`config.mk`:
```
export PLATFORM = sky130hd
export DESIGN_NAME = keyboard_matrix_scanner
export DESIGN_NICKNAME = d
export VERILOG_FILES = /design/src/hw/keyboard_matrix_scanner.v
export VERILOG_INCLUDE_DIRS = /design/src /design/src/hw
export SDC_FILE = /design/constraint.sdc
export NUM_CORES = 1
export LEC_CHECK = 0
export ABC_AREA = 1
export BUFFER_PORTS_ARGS = -buffer_cell sky130_fd_sc_hd__buf_2
export CAP_MARGIN = 10
export CORE_ASPECT_RATIO = 1.1
export CORE_MARGIN = 5
export CORE_UTILIZATION = 48
export DETAILED_ROUTE_END_ITERATION = 10
export MAX_ROUTING_LAYER = met4
export PLACE_DENSITY = 0.72
export REMOVE_ABC_BUFFERS = 1
export SLEW_MARGIN = 0
export SYNTH_ARGS = -nofsm -noshare
export SYNTH_HDL_FRONTEND = slang
export SYNTH_SLANG_ARGS = --single-unit
```
`constraint.sdc`:
```
create_clock -name clock_i -period 1.6 [get_ports clock_i]
set_clock_uncertainty 0.1 [all_clocks]
set_input_delay 0.08 -clock clock_i [delete_from_list [all_inputs] [get_ports clock_i]]
set_output_delay 0.08 -clock clock_i [all_outputs]
set_load 0.1 [all_outputs]
```
`src/hw/kbd_scan_defs.vh`:
```
// Constants for the keyboard matrix scanner: offsets, field positions, resets.
// Assumes inclusion by bare name from the design file.
`ifndef KBD_SCAN_DEFS_VH
`define KBD_SCAN_DEFS_VH
`define ROW_COUNT 18
`define COL_COUNT 8
`define OFS_RESERVED 6'h00
`define OFS_ROW_SELECT 6'h04
`define OFS_COL_LEVEL 6'h08
`define OFS_COL_STATUS 6'h0C
`define OFS_COL_ENABLE 6'h10
`define OFS_EXT_CONTROL 6'h14
`define SEL_LSB 0
`define SEL_MSB 4
`define ALL_ROWS_BIT 5
`define SCAN_DIS_BIT 6
`define POLARITY_BIT 7
`define PREDRIVE_BIT 0
`define SEL_LAST_ROW 5'h11
`define ROW_SELECT_RESET 8'h40
// Predrive lasts 16 ns, which is two block clocks.
`define PREDRIVE_CYCLES 5'h02
`endif

```
`src/hw/keyboard_matrix_scanner.v`:
```
// Keyboard matrix scanner: firmware row drive, column sampling, edge status,
// runtime interrupt and wake request.
// Assumes a simple synchronous register port from the embedded processor and
// pull-ups on every row and column pin.
//
// Summary of operation
// - At most eighteen rows, eight columns.
// - Eight-bit column input, eighteen-bit row output.
// - All scan logic on the block clock.
// - Reset returns all state to defaults.
// - Low power when idle or scan disabled.
// - Hold off chip sleep only while scanning.
// - One row driven low, zero means pressed.
// - Predrive drives row high before release.
// - Predrive enable bit in extended control.
// - Falling edge sets column status, on the block clock.
// - Column request is status AND enable.
// - Write one clears status, zero keeps.
// - Column requests ORed into runtime interrupt.
// - No reassert until columns high or change.
// - Sleep edge raises wake until clock runs.
// - Sleep edge pulses clock-request status set.
// - Sleep edge sets status, irq on resume.
// - Registers at offsets 4h through 14h.
// - Scan-disable resets one, turns buffers off.
// - Five-bit select or all-rows bit.
// - Polarity bit sets active row level.
`timescale 1ns/1ns
`default_nettype none
`include "kbd_scan_defs.vh"
module keyboard_matrix_scanner (
  // Clock and reset
  input wire clock_i,
  input wire sys_rst_i,
  // Register port
  input wire reg_wr_i,
  input wire reg_rd_i,
  input wire [5:0] reg_addr_i,
  input wire [31:0] reg_wdata_i,
  output reg [31:0] reg_rdata_o,
  // Matrix pins
  input wire [7:0] matrix_column_in_i,
  output reg [17:0] matrix_row_out_o,
  output reg [17:0] matrix_row_oe_n_o,
  // System
  input wire bus_clock_stopped_i,
  output wire scan_runtime_irq_o,
  output reg scan_wake_request_o,
  output reg clock_request_status_set_o,
  output wire sleep_inhibit_o
);

  reg [7:0] row_sel;
  reg [7:0] col_enable;
  reg predrive_en;
  reg irq_armed;
  reg raw_irq_prev;
  reg [7:0] prev_enable;
  reg [1:0] clk_stop_sync;
  reg [4:0] predrive_cnt;
  reg [4:0] prev_select;
  reg drive_level;
  reg [31:0] read_value;
  wire [17:0] active_rows;
  wire [17:0] next_row_out;
  wire [17:0] next_row_oe_n;
  wire [7:0] col_sync;
  wire [7:0] col_status;
  wire [7:0] fall;
  wire [7:0] col_request;
  wire [7:0] wake_edge;
  wire status_write;
  wire rearm;
  wire predrive_active;
  wire scan_disable;
  wire scanning;
  wire raw_irq;
  wire sleeping;
  wire sel_over;
  wire [31:0] row_sel_word;
  genvar c;
  genvar r;

  assign scan_disable = row_sel[`SCAN_DIS_BIT];
  assign sel_over = row_sel[`SEL_MSB:`SEL_LSB] > `SEL_LAST_ROW;
  assign sleeping = clk_stop_sync[1];
  assign raw_irq = |col_request;
  // Once it falls, the line stays low until the columns all return high or the
  // condition changes, so a held key cannot retrigger the processor.
  assign scan_runtime_irq_o = raw_irq & irq_armed & ~sleeping;
  // Idle means no key down and no predrive running; the block then never
  // holds off chip sleep.
  assign scanning = ~scan_disable & (|(~col_sync) | (predrive_cnt != 5'h00));
  assign sleep_inhibit_o = scanning;
  assign row_sel_word = {24'h000000, row_sel};
  assign status_write = reg_wr_i && reg_addr_i == `OFS_COL_STATUS;
  // A new edge or an enable change rearms, as does every column returning high.
  // Without it a changed condition could never interrupt again.
  assign rearm = (&col_sync) | (|fall) | (col_enable != prev_enable);
  assign predrive_active = predrive_en & (predrive_cnt != 5'h00);

  // Column synchroniser per pin; the first stage feeds only the second, and a
  // third stage holds the previous level for the edge detector. All stages
  // reset to the idle high level, so no false edge follows reset.
  generate
    for (c = 0; c < `COL_COUNT; c = c + 1) begin : g_column
      reg meta_bit;
      reg sync_bit;
      reg prev_bit;
      always @(posedge clock_i) begin
        if (sys_rst_i) begin
          meta_bit <= 1'b1;
          sync_bit <= 1'b1;
          prev_bit <= 1'b1;
        end else begin
          meta_bit <= matrix_column_in_i[c];
          sync_bit <= meta_bit;
          prev_bit <= sync_bit;
        end
      end
      assign col_sync[c] = sync_bit;
      // The block clock keeps running while the bus clock is stopped, so the
      // capture works through sleep.
      assign fall[c] = prev_bit & ~sync_bit;
      assign col_request[c] = col_status[c] & col_enable[c];
      assign wake_edge[c] = fall[c] & col_enable[c];
    end
  endgenerate

  // Sleep input synchroniser.
  always @(posedge clock_i) begin
    if (sys_rst_i) begin
      clk_stop_sync <= 2'h0;
    end else begin
      clk_stop_sync <= {clk_stop_sync[0], bus_clock_stopped_i};
    end
  end

  // Control registers; reserved and read-only offsets ignore writes.
  always @(posedge clock_i) begin
    if (sys_rst_i) begin
      row_sel <= `ROW_SELECT_RESET;
    end else if (reg_wr_i && reg_addr_i == `OFS_ROW_SELECT) begin
      row_sel <= reg_wdata_i[7:0];
    end
  end

  always @(posedge clock_i) begin
    if (sys_rst_i) begin
      col_enable <= 8'h00;
    end else if (reg_wr_i && reg_addr_i == `OFS_COL_ENABLE) begin
      col_enable <= reg_wdata_i[7:0];
    end
  end

  always @(posedge clock_i) begin
    if (sys_rst_i) begin
      predrive_en <= 1'b0;
    end else if (reg_wr_i && reg_addr_i == `OFS_EXT_CONTROL) begin
      predrive_en <= reg_wdata_i[`PREDRIVE_BIT];
    end
  end

  // One status flop per column; a new edge in the same cycle as a clear wins,
  // so a key that lands during the clear is never lost.
  generate
    for (c = 0; c < `COL_COUNT; c = c + 1) begin : g_status
      reg status_bit;
      always @(posedge clock_i) begin
        if (sys_rst_i) begin
          status_bit <= 1'b0;
        end else if (fall[c]) begin
          status_bit <= 1'b1;
        end else if (status_write && reg_wdata_i[c]) begin
          status_bit <= 1'b0;
        end
      end
      assign col_status[c] = status_bit;
    end
  endgenerate

  // Rearm state for the runtime interrupt.
  always @(posedge clock_i) begin
    if (sys_rst_i) begin
      irq_armed <= 1'b1;
      raw_irq_prev <= 1'b0;
      prev_enable <= 8'h00;
    end else begin
      raw_irq_prev <= raw_irq;
      prev_enable <= col_enable;
      if (rearm) begin
        irq_armed <= 1'b1;
      end else if (raw_irq_prev && !raw_irq) begin
        irq_armed <= 1'b0;
      end
    end
  end

  // Wake request holds until the bus clock runs again; the pulse marks each
  // enabled sleep-time edge for the clock-request status register.
  always @(posedge clock_i) begin
    if (sys_rst_i) begin
      scan_wake_request_o <= 1'b0;
      clock_request_status_set_o <= 1'b0;
    end else begin
      clock_request_status_set_o <= sleeping & (|wake_edge);
      if (!sleeping) begin
        scan_wake_request_o <= 1'b0;
      end else if (|wake_edge) begin
        scan_wake_request_o <= 1'b1;
      end
    end
  end

  // Row polarity; above the last row, with the all-rows bit clear, the sense is reversed.
  always @* begin
    if (sel_over && !row_sel[`ALL_ROWS_BIT]) begin
      drive_level = ~row_sel[`POLARITY_BIT];
    end else begin
      drive_level = row_sel[`POLARITY_BIT];
    end
  end
  generate
    for (r = 0; r < `ROW_COUNT; r = r + 1) begin : g_decode
      localparam [4:0] ROW_CODE = r;
      assign active_rows[r] = row_sel[`ALL_ROWS_BIT] | sel_over |
        (row_sel[`SEL_MSB:`SEL_LSB] == ROW_CODE);
    end
  endgenerate

  // Predrive timer restarts when the selected row changes with predrive enabled and scan not disabled.
  always @(posedge clock_i) begin
    if (sys_rst_i) begin
      predrive_cnt <= 5'h00;
      prev_select <= 5'h00;
    end else begin
      prev_select <= row_sel[`SEL_MSB:`SEL_LSB];
      if (predrive_en && !scan_disable && prev_select != row_sel[`SEL_MSB:`SEL_LSB]) begin
        predrive_cnt <= `PREDRIVE_CYCLES;
      end else if (predrive_cnt != 5'h00) begin
        predrive_cnt <= predrive_cnt - 5'h01;
      end
    end
  end

  // Inactive rows float on pull-ups; with predrive they are first pushed high
  // so they recover fast, at the cost of needing push-pull pads.
  generate
    for (r = 0; r < `ROW_COUNT; r = r + 1) begin : g_drive
      reg out_bit;
      reg oe_n_bit;
      always @* begin
        if (scan_disable) begin
          out_bit = 1'b1;
          oe_n_bit = 1'b1;
        end else if (active_rows[r]) begin
          out_bit = drive_level;
          oe_n_bit = drive_level & ~predrive_en;
        end else begin
          out_bit = 1'b1;
          oe_n_bit = ~predrive_active;
        end
      end
      assign next_row_out[r] = out_bit;
      assign next_row_oe_n[r] = oe_n_bit;
    end
  endgenerate

  always @(posedge clock_i) begin
    if (sys_rst_i) begin
      matrix_row_out_o <= 18'h3FFFF;
      matrix_row_oe_n_o <= 18'h3FFFF;
    end else begin
      matrix_row_out_o <= next_row_out;
      matrix_row_oe_n_o <= next_row_oe_n;
    end
  end

  // Read decode; unmapped and reserved offsets read zero.
  always @* begin
    if (reg_addr_i == `OFS_ROW_SELECT) begin
      read_value = row_sel_word;
    end else if (reg_addr_i == `OFS_COL_LEVEL) begin
      read_value = {24'h000000, col_sync};
    end else if (reg_addr_i == `OFS_COL_STATUS) begin
      read_value = {24'h000000, col_status};
    end else if (reg_addr_i == `OFS_COL_ENABLE) begin
      read_value = {24'h000000, col_enable};
    end else if (reg_addr_i == `OFS_EXT_CONTROL) begin
      read_value = {31'h00000000, predrive_en};
    end else begin
      read_value = 32'h00000000;
    end
  end

  // Read data is registered and holds until the next read strobe.
  always @(posedge clock_i) begin
    if (sys_rst_i) begin
      reg_rdata_o <= 32'h00000000;
    end else if (reg_rd_i) begin
      reg_rdata_o <= read_value;
    end
  end

endmodule
`default_nettype wire

```
Word level (Yosys, flattened, before mapping)
Index checks and enable logic that the tools add are counted.
Word-level totals
  input port bits: 51
  register bits after elaboration: 141
  word-level logic and storage cells: 273
  output and inout bits: 72
Cells by class
  reduce and logical (&&, ||, !) cells: 57
  muxes and demuxes: 42
  bitwise gates (word level): 84
  add/subtract/negate cells: 1
  equal/unequal tests: 24
  order comparisons: 1
Operators by type and width (number)
  $reduce_or 3->1: 18
  $eq 5x4->1 const B: 8
  $mux 1: 36
  $mux 8: 4
  $reduce_or 8->1: 4
  $not 1->1: 31
  $and 1x1->1: 30
  $or 1x1->1: 22
  $eq 5x3->1 const B: 4
  $reduce_bool 2->1: 9
  $logic_and 1x1->1: 16
  $eq 6x4->1 const B: 2
  $eq 6x5->1 const B: 2
  $eq 5x2->1 const B: 2
  $eq 5x5->1 const B: 2
  $ne 8x8->1: 1
  $not 8->8: 1
  $reduce_and 8->1: 1
  $reduce_or 2->1: 4
  $eq 6x3->1 const B: 1
  $eq 5x1->1 const B: 1
  $gt 5x5->1 const B: 1
  $logic_not 5->1: 1
  $ne 5x5->1: 1
  4 further kinds: 7

Logic depth before layout (Yosys ltp)
Gate-level depths: netlist (run 1).
  word-level depth: 6
  mapped depth: 9
  mapped depth without buffers: 9

Least setup slack after synthesis (run 1)
Ideal clock, no wire load.
  path type: reg-to-output
  start point: reg predrive_cnt[0]
  end point: out sleep_inhibit_o
  buffers on the path: 0
  data arrival time: 2.142 ns
  cell stages (with the launch flop): 8
  path slack: -0.722 ns
  required time: 1.420 ns
  cells stage by stage: dfxtp_1 > inv_1 > ha_1 > nand3_1 > nor2_1 > inv_1 > nor2_1 > nor2_1
Between the ends
  cells in the longest elaborated chain, start to end: 3
RTL lines
  from (decl): line keyboard_matrix_scanner.v:60  | reg [4:0] predrive_cnt;
  from (signal assigned): line keyboard_matrix_scanner.v:239  | predrive_cnt <= `PREDRIVE_CYCLES;
  from (signal assigned): line keyboard_matrix_scanner.v:241  | predrive_cnt <= predrive_cnt - 5'h01;
  $reduce_bool 5->1: line keyboard_matrix_scanner.v:93  | assign scanning = ~scan_disable & (|(~col_sync) | (predrive_cnt != 5'h00));
  $or 1x1->1: line keyboard_matrix_scanner.v:93
  $and 1x1->1: line keyboard_matrix_scanner.v:93
  to (decl): line keyboard_matrix_scanner.v:50  | output wire sleep_inhibit_o
Every way passes these cells.

Worst setup path in the final report (run 1)
  start point: reg predrive_cnt[1]
  end point: out sleep_inhibit_o
Same word-level chain as after synthesis.

==> flow_summary.ini, run 1 <==
[timing]
finalSetupViolCount = 2
final_hold_viol_count = 0
period_needed_ns = 1.81
drv_slew = 0
max_freq_mhz = 552
tns_ns = -0.373
period_share_pct = 113
rsz0062_at_grt = true
fin_ws_ns = -0.210
whs_ns = 0.0261

[final_layout]
drive_gt1_share_pct = 29.9
fin_nets = 775
area_growth_pct = 30.9
diodes = 0
fillers = 823
layout_common_cells = nand2_1 (103), dfxtp_1 (100), buf_2 (72), inv_1 (62), a21oi_1 (51)
final_common_cell = nand2_1

[worst_setup_path]
timing.rr.start = predrive_cnt[0]
cp-end-kind = output pin
critPathMaxFanout = 2
critPathLaunch = predrive_cnt[1]
cp_data_required_time_ns = 1.42
crit_type = register to output pin
startpoint_type = register
arrival_ns = 1.63

[grt]
grt_overflow = 0
first_global_vias = 4246
track_usage_pct = 20.8
grt_antenna_before_repair = 0
grt_start_max_net_pins = 22
grt_pass1_wl_microns = 19700

[floorplan]
start_util_pct = 48.9
die_h_microns = 115
rows = 38
ios = 123
dieArea_sq_mm = 0.0121
die-width_microns = 105
core_sq_mm = 0.00984

[placed_design]
portBuffers = 74
hpwl_microns = 8210
gp_congestion = 0.905

[routing]
postRouteAntennaNets = 0
vias_per_cell = 5.02
wl_per_cell_microns = 14.2
wirelength_microns = 12100
via_count = 4284
drt_iter0_drc = 262
drc = 0
firstDrtPassIters = 5

[clock_network]
numCtsBuffers = 17
path_clk_slew_ns = 0.06
h-tree-depth = 4
cts_tree = done
clock_sinks = 117
cts-root-buf = clkbuf_8
clkLatencyLatePin_ns = 0.51
cts_buffer_depth = 2

[yosys]
synthDistinctLibCells = 37
synth_area_per_cell_sq_um = 8.13
synth-seq-area-share_pct = 48.7
yosysWarnings = 0
netlist_instances = 592
syn_area_sq_mm = 0.00481
ys_seq_elements = 117

[power_and_ir_drop]
p_leak_uw = 0.00289
comb_power_share_pct = 16.4
p_int_uw = 5520
p_per_area_mw_per_mm2 = 1210
sw_frac_of_total_pct = 27.4
clkPwrFrac_pct = 43.1
ir_worst_vdd_v = 0.000717
seqPwrFrac_pct = 40.5
power_switching_uw = 2080

[outcome]
outcome = finished with violations
violations = negative setup slack

[worst_hold_path]
hp-class = input port to register
hp-start = sys_rst_i

[flow_run]
cap_violations = 0
## final timing paths
| path | endpoint | slack [ns] | depth (start not counted) |
|---|---|---|---|
| hold reg to reg | g_column[5].sync_bit | 0.31 | 1 |
| setup / recovery | sleep_inhibit_o | -0.21 | 8 |
| setup reg to reg | predrive_cnt[4] | 0.03 | 10 |
| hold / removal | irq_armed | 0.03 | 5 |
## worst max-delay path, stage by stage (launching register included)
cell,delay (ns)
dfxtp_2,0.32
inv_2,0.08
ha_4,0.13
nand3_2,0.10
nor2_4,0.12
inv_2,0.05
nor2_2,0.09
nor2_2,0.06
buf_12,0.17
## sequential cells by signal, indices dropped and copies added (netlist names)
register and cells:
matrix_row_oe_n_o 18, matrix_row_out_o 18, col_enable 8, g_column.meta_bit 8
g_column.prev_bit 8, g_column.sync_bit 8, g_status.status_bit 8, prev_enable 8
reg_rdata_o 8, row_sel 8, predrive_cnt 5, prev_select 5
clk_stop_sync 2, clock_request_status_set_o 1, irq_armed 1, predrive_en 1
raw_irq_prev 1, scan_wake_request_o 1
## cells in the mapped netlist
master    instances  area (sq um)
inv_1            66           248
a22o_1            2          17.5
nor3_1            2          10.0
nand2_1         103           387
nand2_2           3          18.8
xor2_1            5          43.8
or2_2            19           119
nand4_1          12          75.1
a31oi_1           1          6.26
nor2_4            4          45.0
buf_2             6          30.0
ha_1              2          25.0
o21ai_4           1          16.3
buf_6             3          33.8
inv_4             1          6.26
dfxtp_1         117          2340
o22ai_1           4          25.0
o21ai_0          46           230
xnor2_1           3          26.3
conb_1            1          3.75
a21oi_1          53           265
nor2_2            3          18.8
clkbuf_1          8          30.0
nand3_1          19          95.1
buf_4            25           188
inv_2             3          11.3
o21bai_1          1          7.51
o211ai_1         10          75.1
nand2_4           2          22.5
nand3_2          10           100
xor2_4            1          27.5
o21ai_1           2          10.0
nor2_8            2          40.0
o21a_1            1          7.51
nor2_1           48           180
a21oi_2           1          8.76
a211oi_1          2          15.0
## cell type report
| type | count | area [sq um] | area share (%) |
|---|---|---|---|
| Clock buffer | 21 | 469 | 7.45 |
| Clock inverter | 9 | 55.1 | 0.874 |
| Inverter | 70 | 268 | 4.25 |
| Multi-Input combinational cell | 386 | 2080 | 33.0 |
| Sequential cell | 117 | 2370 | 37.6 |
| Tap cell | 120 | 150 | 2.38 |
| Timing Repair Buffer | 130 | 907 | 14.4 |
## through the flow
stage	instances	utilization, %	area, sq um	worst slack [ns]	total power, uW
after global routing	853	64.0	6300	-0.287	7880
final	853	64.0	6300	-0.210	7600
after CTS	854	63.7	6260	-0.227	7510
after detailed placement	781	53.6	5270	-0.00795	4040
after floorplan	573	-	4620	-0.722	3790
after global placement	781	53.6	5270	0.0661	3990
## kinds of logic (layout without fill, tap and decap cells)
kind of cell | after synthesis | count (layout) | share of synthesized area, %
AO/OA/AOI/OAI | 124 | 124 | 14.2
flip-flops | 117 | 117 | 48.7
AND/OR/NAND/NOR | 227 | 227 | 23.1
XOR/XNOR | 9 | 9 | 2.03
other | 1 | 24 | 0.0779
buffers and inverters | 112 | 230 | 11.4
adder cells (fa/ha/maj) | 2 | 2 | 0.520
## timing repair
item / 4_1_cts / 5_1_grt
setup endpoints to repair: 19 / 35
pin swaps: 9 / 7
endpoints found under the hold margin: 45 / 0
resized for setup: 28 / 20
hold buffers: 25 / 0
buffers inserted: 18 / 1
## power by group through the flow
stage / registers (uW) / clock network [uW] / logic (uW)
6_report: 3070 / 3280 / 1250
5_1_grt: 3080 / 3450 / 1350
4_1_cts: 3070 / 3310 / 1130
3_5_place_dp: 3120 / 0 / 918
3_3_place_gp: 3120 / 0 / 873
2_1_floorplan: 3120 / 0 / 666
## metal layers
| layer | wire length (microns) | part of all wire, % | track usage, % | vias up |
|---|---|---|---|---|
| met1 | 4440 | 37 | 20.9 | 1971 |
| met5 | 0 | 0 | - | - |
| met2 | 6610 | 55 | 38.6 | 156 |
| li1 | - | - | - | 2119 |
| met4 | 322 | 2.7 | 9.45 | 0 |
| met3 | 722 | 6.0 | 4.60 | 38 |
Note: power is estimated with default switching activity, not from simulation.
==> run 2, diff against run 1 <==
Settings changed: ABC_AREA 1 to unset, CORE_UTILIZATION 48 to 47, PLACE_DENSITY 0.72 to 0.71.
==> run 2 against run 1 <==
The flow still finishes with violations (negative setup slack). Register-to-register slack got worse by 0.28 ns. Synthesized cell count shrank 13%. Total power is 6.9% higher. Die area up 0.77%. First-iteration DRC count shrank 6.1%. Largest power group unchanged.
==> flow_summary.ini, run 2 <==
[yosys]
synthXorXnorAreaFrac_pct = 2.95
synth_top_cell_by_area = dfxtp_1
yosysWarnings = 0
synth_edf_count = 0
synth-adder-area-share_pct = 0.527
synthDistinctLibCells = 50
async_flop_share_pct = 0
syn_area_sq_mm = 0.00475
synth_top_family_by_area = simple AND/OR/NAND/NOR gates
ys_seq_elements = 117
synth_area_per_cell_sq_um = 9.22
synth_top_area_share_pct = 49.3
synth-simple-area-share_pct = 20.8
yosys-top-cells-count = dfxtp_1 (117), nor2b_1 (36), nor2_1 (35)
muxShareOfSynthArea_pct = 2.21
synth-main-ff-cell = dfxtp_1
synth_compound_area_share_pct = 16.7
synth_area_leaders = dfxtp_1 (49%), nor2b_1 (4.7%), buf_4 (3.8%), or2_2 (3.2%), a21oi_1 (2.8%)
netlist_instances = 515
synth-seq-area-share_pct = 49.3
synth.most_common_cell = dfxtp_1

[placed_design]
hpwl_microns = 8260
gp_congestion = 0.935
portBuffers = 74
place_ws_ns = -0.250

[routing]
postRouteAntennaNets = 0
via_count = 4321
firstDrtPassIters = 5
vias_per_cell = 5.46
wl_per_cell_microns = 16.7
drc = 0
wirelength_microns = 13200
drt_iter0_drc = 246

[power_and_ir_drop]
p_int_uw = 5910
power_switching_uw = 2210
ir_worst_vdd_v = 0.000756
sw_frac_of_total_pct = 27.2
seqPwrFrac_pct = 38.1
p_per_area_mw_per_mm2 = 1220
comb_power_share_pct = 14.3
p_leak_uw = 0.00277
clkPwrFrac_pct = 47.6

[grt]
grt_pass1_wl_microns = 20800
met3_usage_pct = 5.24
grt_overflow = 0
first_global_vias = 4115
use_met1_pct = 24.5
busiest_layer = met2
grt_use_met2_pct = 38.2
track_usage_pct = 22.3
grt_start_max_net_pins = 36
grt_antenna_before_repair = 0

[clock_network]
clkLatencyLatePin_ns = 0.52
cts_tree = done
h-tree-depth = 4
cts_buffer_depth = 2
clock_sinks = 117
cts-root-buf = clkbuf_8
numCtsBuffers = 17
path_clk_slew_ns = 0.06

[final_layout]
fin_nets = 711
drive_gt1_share_pct = 37.4
layout_common_cells = dfxtp_1 (102), buf_2 (72), buf_4 (51), nor2b_1 (36), nor2_1 (33)
final_common_cell = dfxtp_1
reg_top3 = matrix_row_oe_n_o x18, matrix_row_out_o x18
diodes = 0
area_growth_pct = 39.7

[worst_hold_path]
min_to = row_sel[6]
hp-class = input port to register
hp-start = reg_addr_i[2]
hold_depth = 4

[worst_setup_path]
cp_data_required_time_ns = 1.90
rr_worst_depth = 6
crit_path_top_delay_cell = dfxtp_4
timing.rr.start = row_sel[3]
arrival_ns = 2.15
critPathMaxFanout = 5
rr_endpoint = matrix_row_oe_n_o[1]
cp-end-kind = register
cp_cell_sequence = o31ai_4 -> mux2_4 -> a2111oi_4 -> buf_4 -> buf_6 -> o31ai_1
reg2reg_slack_ns = -0.25
crit_type = register to register
startpoint_type = register
max_stage_delay_ns = 0.35

[flow_run]
cap_violations = 0

[floorplan]
start_util_pct = 48.0
ios = 123
dieArea_sq_mm = 0.0122
rows = 38
die_h_microns = 115
die-width_microns = 106
core_sq_mm = 0.00989

[timing]
period_needed_ns = 1.85
drv_slew = 0
max_freq_mhz = 540
tns_ns = -5.98
final_hold_viol_count = 0
finalSetupViolCount = 38
period_share_pct = 116
fin_ws_ns = -0.253
rsz0062_at_grt = true

[outcome]
outcome = finished with violations
violations = negative setup slack
## run 2: power groups by stage
stage	clock network [uW]	registers (uW)	logic, uW
floorplan	0	3140	598
global placement	0	3140	827
detailed placement	0	3140	856
CTS	3900	3090	1010
global route	4070	3100	1250
finish	3870	3090	1160
## run 2: worst max path at each step
stage                                 endpoint  slack (ns)       startpoint
after detailed placement  matrix_row_oe_n_o[8]       -0.25       row_sel[1]
after global routing           sleep_inhibit_o       -0.30  predrive_cnt[0]
after global placement    matrix_row_oe_n_o[5]       -0.20       row_sel[1]
final                     matrix_row_oe_n_o[1]       -0.25       row_sel[3]
after CTS                   scan_runtime_irq_o       -0.23    col_enable[3]
after floorplan             scan_runtime_irq_o       -1.48    col_enable[0]
## run 2: cell type report
cell class,instances,area (sq um)
flip-flops and latches,117,2370
clock inverters,15,193
repair buffers,161,1160
inverters,7,26.3
clock buffers,17,414
multi-input cells,354,2320
well taps,120,150
fillers,755,3250
## run 2: per-layer routing
| metal | wire length [microns] | up-vias |
|---|---|---|
| met4 | 437 | 0 |
| met2 | 6740 | 202 |
| met1 | 5170 | 2031 |
| met3 | 853 | 46 |
| met5 | 0 | - |
| li1 | - | 2042 |
## run 2: cells by family (layout without fill, tap and decap cells)
| kind of cell | after synthesis | count (layout) |
|---|---|---|
| compound gates | 120 | 120 |
| xor+xnor | 16 | 16 |
| fa+ha+maj | 2 | 2 |
| buf+inv | 67 | 200 |
| flops | 117 | 117 |
| mux | 10 | 10 |
| other cells | 1 | 24 |
| simple gates | 182 | 182 |
## run 2: repair_timing
action,4_1_cts,5_1_grt
pin swaps,7,7
endpoints found under the hold margin,42,0
buffers inserted,6,10
gates cloned,5,0
resized for setup,48,46
endpoints found under the setup margin,30,44
hold buffers,25,0
## run 2: critical path: cells and delay by family (launching register included)
kind / cells / cell delay (ns)
mux: 1 / 0.35
buf+inv: 2 / 0.35
compound gates: 3 / 0.59
flops: 1 / 0.35
## run 2: through the flow
step / cells / hold slack (ns) / utilization (%) / area, sq um / total power [uW]
finish: 791 / 0.0455 / 67.1 / 6640 / 8120
global route: 791 / 0.0577 / 67.1 / 6640 / 8420
CTS: 782 / 0.00622 / 64.8 / 6410 / 8000
detailed placement: 715 / 0.164 / 54.4 / 5380 / 4000
global placement: 715 / 0.162 / 54.4 / 5380 / 3970
floorplan: 478 / 0.0467 / - / 4510 / 3740
==> run 3, diff against run 2 <==
Settings changed: ABC_AREA set to 1, CORE_UTILIZATION 47 to 48, HOLD_SLACK_MARGIN set to 0.06, PLACE_DENSITY 0.71 to 0.72, SLEW_MARGIN 0 to 5.
==> run 3 against run 2 <==
The run still ends with negative setup slack left. Critical path depth is 2 higher. Die area down 0.77%. Sequential power barely moved. Count of clock-buffer cells in the layout grew 4. Final cell count increased by 11%. Global-route usage shrank 0.84 points. Total power fell by 5.8%. Combinational power grew 11%. Worst setup slack improved by 0.044 ns. Utilization is 0.77 points lower. Critical path type is now register to output pin. Largest cell class unchanged. Highest routed layer unchanged.
==> flow_summary.ini, run 3 (same netlist as run 1, synthesis figures left out) <==
[worst_setup_path]
path_buf_inv = 3
critPathMaxFanout = 2
reg2reg_slack_ns = 0.03
cp-end-kind = output pin
critPathLaunch = predrive_cnt[1]
cp_top_family = simple AND/OR/NAND/NOR gates
max_stage_delay_ns = 0.32
rr_endpoint = predrive_cnt[4]
cp_data_required_time_ns = 1.42
startpoint_type = register
cp_cell_sequence = inv_2 -> ha_4 -> nand3_2 -> nor2_4 -> inv_2 -> nor2_2 -> nor2_2 -> buf_12
arrival_ns = 1.63
crit_path_top_delay_cell = dfxtp_2
crit_type = register to output pin
rr_worst_depth = 10
timing.rr.start = predrive_cnt[0]

[floorplan]
core_sq_mm = 0.00984
die-width_microns = 105
dieArea_sq_mm = 0.0121
ios = 123
rows = 38
start_util_pct = 48.9
die_h_microns = 115

[timing]
period_share_pct = 113
drv_slew = 0
fin_ws_ns = -0.209
final_hold_viol_count = 0
max_freq_mhz = 553
finalSetupViolCount = 2
rsz0062_at_grt = true
tns_ns = -0.383
period_needed_ns = 1.81

[clock_network]
path_clk_slew_ns = 0.06
clock_sinks = 117
cts-root-buf = clkbuf_8
cts_tree = done
cts_buffer_depth = 2
clkLatencyLatePin_ns = 0.50
h-tree-depth = 4
numCtsBuffers = 17

[worst_hold_path]
hold_depth = 3
hp-class = input port to register
hp-start = sys_rst_i
min_to = g_status[0].status_bit

[flow_run]
cap_violations = 0

[final_layout]
area_growth_pct = 35.7
reg_top3 = matrix_row_oe_n_o x18, matrix_row_out_o x18
fin_nets = 798
drive_gt1_share_pct = 29.4
layout_common_cells = nand2_1 (103), dfxtp_1 (100), buf_2 (72), inv_1 (62), a21oi_1 (51)
final_common_cell = nand2_1
diodes = 0
utilization_pct = 66.3

[grt]
grt_start_max_net_pins = 21
grt_pass1_wl_microns = 20300
first_global_vias = 4370
track_usage_pct = 21.5
grt_antenna_before_repair = 0
grt_overflow = 0

[outcome]
outcome = finished with violations
violations = negative setup slack

[routing]
wirelength_microns = 12700
wl_per_cell_microns = 14.5
postRouteAntennaNets = 0
via_count = 4399
vias_per_cell = 5.02
drc = 0
firstDrtPassIters = 5
drt_iter0_drc = 248

[power_and_ir_drop]
p_per_area_mw_per_mm2 = 1170
p_leak_uw = 0.00300
power_uw = 7650
ir_worst_vdd_v = 0.000778

[placed_design]
hpwl_microns = 8210
gp_congestion = 0.905
portBuffers = 74
[run 3: cell count changes in the layout (fill, tap and decap cells not counted), sizes merged, moves of 19 or more]
cell	delta
nand2	+77
dlygate4sd3	+19
a21oi	+27
nand3	+21
o21ai	+20
inv	+57
buf	-28
nor2b	-36
nor2	+22
[run 3: what timing repair did]
item / CTS / global route
endpoints found under the hold margin: 53 / 4
gates resized for setup: 28 / 22
hold buffers: 41 / 5
pin swaps: 9 / 8
buffers inserted: 18 / 4
endpoints found under the setup margin: 19 / 45
[run 3: final cells by class]
| type | instances | area (sq um) |
|---|---|---|
| flip-flops and latches | 117 | 2370 |
| well taps | 120 | 150 |
| repair buffers | 153 | 1140 |
| clock inverters | 9 | 55.1 |
| clock buffers | 21 | 469 |
| inverters | 70 | 268 |
| multi-input cells | 386 | 2080 |
| fillers | 801 | 3310 |
[run 3: where the power goes]
part | leakage, uW | switching [uW] | internal, uW
registers | 0.000958 | 58.3 | 3020
clock network | 0.000253 | 1260 | 2030
logic | 0.00179 | 783 | 504
total | 0.00300 | 2100 | 5550
[run 3: per-stage QoR]
| step | worst slack (ns) | hold WS [ns] | area (sq um) | cells |
|---|---|---|---|---|
| finish | -0.209 | 0.0186 | 6530 | 876 |
| global route | -0.289 | 0.0448 | 6530 | 876 |
| CTS | -0.227 | 0.0667 | 6420 | 870 |
| detailed placement | -0.00795 | 0.164 | 5270 | 781 |
| global placement | 0.0661 | 0.161 | 5270 | 781 |
| floorplan | -0.722 | 0.0491 | 4620 | 573 |
[run 3: worst max-delay path by stage]
stage	end	depth (start not counted)
floorplan	sleep_inhibit_o	7
global placement	matrix_row_out_o[6]	7
detailed placement	matrix_row_out_o[15]	7
CTS	sleep_inhibit_o	8
global route	sleep_inhibit_o	8
finish	sleep_inhibit_o	8
[run 3: worst min-delay path: stages]
cell,delay (ns)
buf_2,0.20
buf_6,0.18
a21oi_1,0.11
[run 3: per-layer routing]
metal	part of all wire, %	vias to the layer above	track usage [%]
met2	54	159	39.5
met5	0	-	-
met3	6.0	43	5.00
li1	-	2172	-
met4	3.3	0	10.4
met1	36	2025	21.4
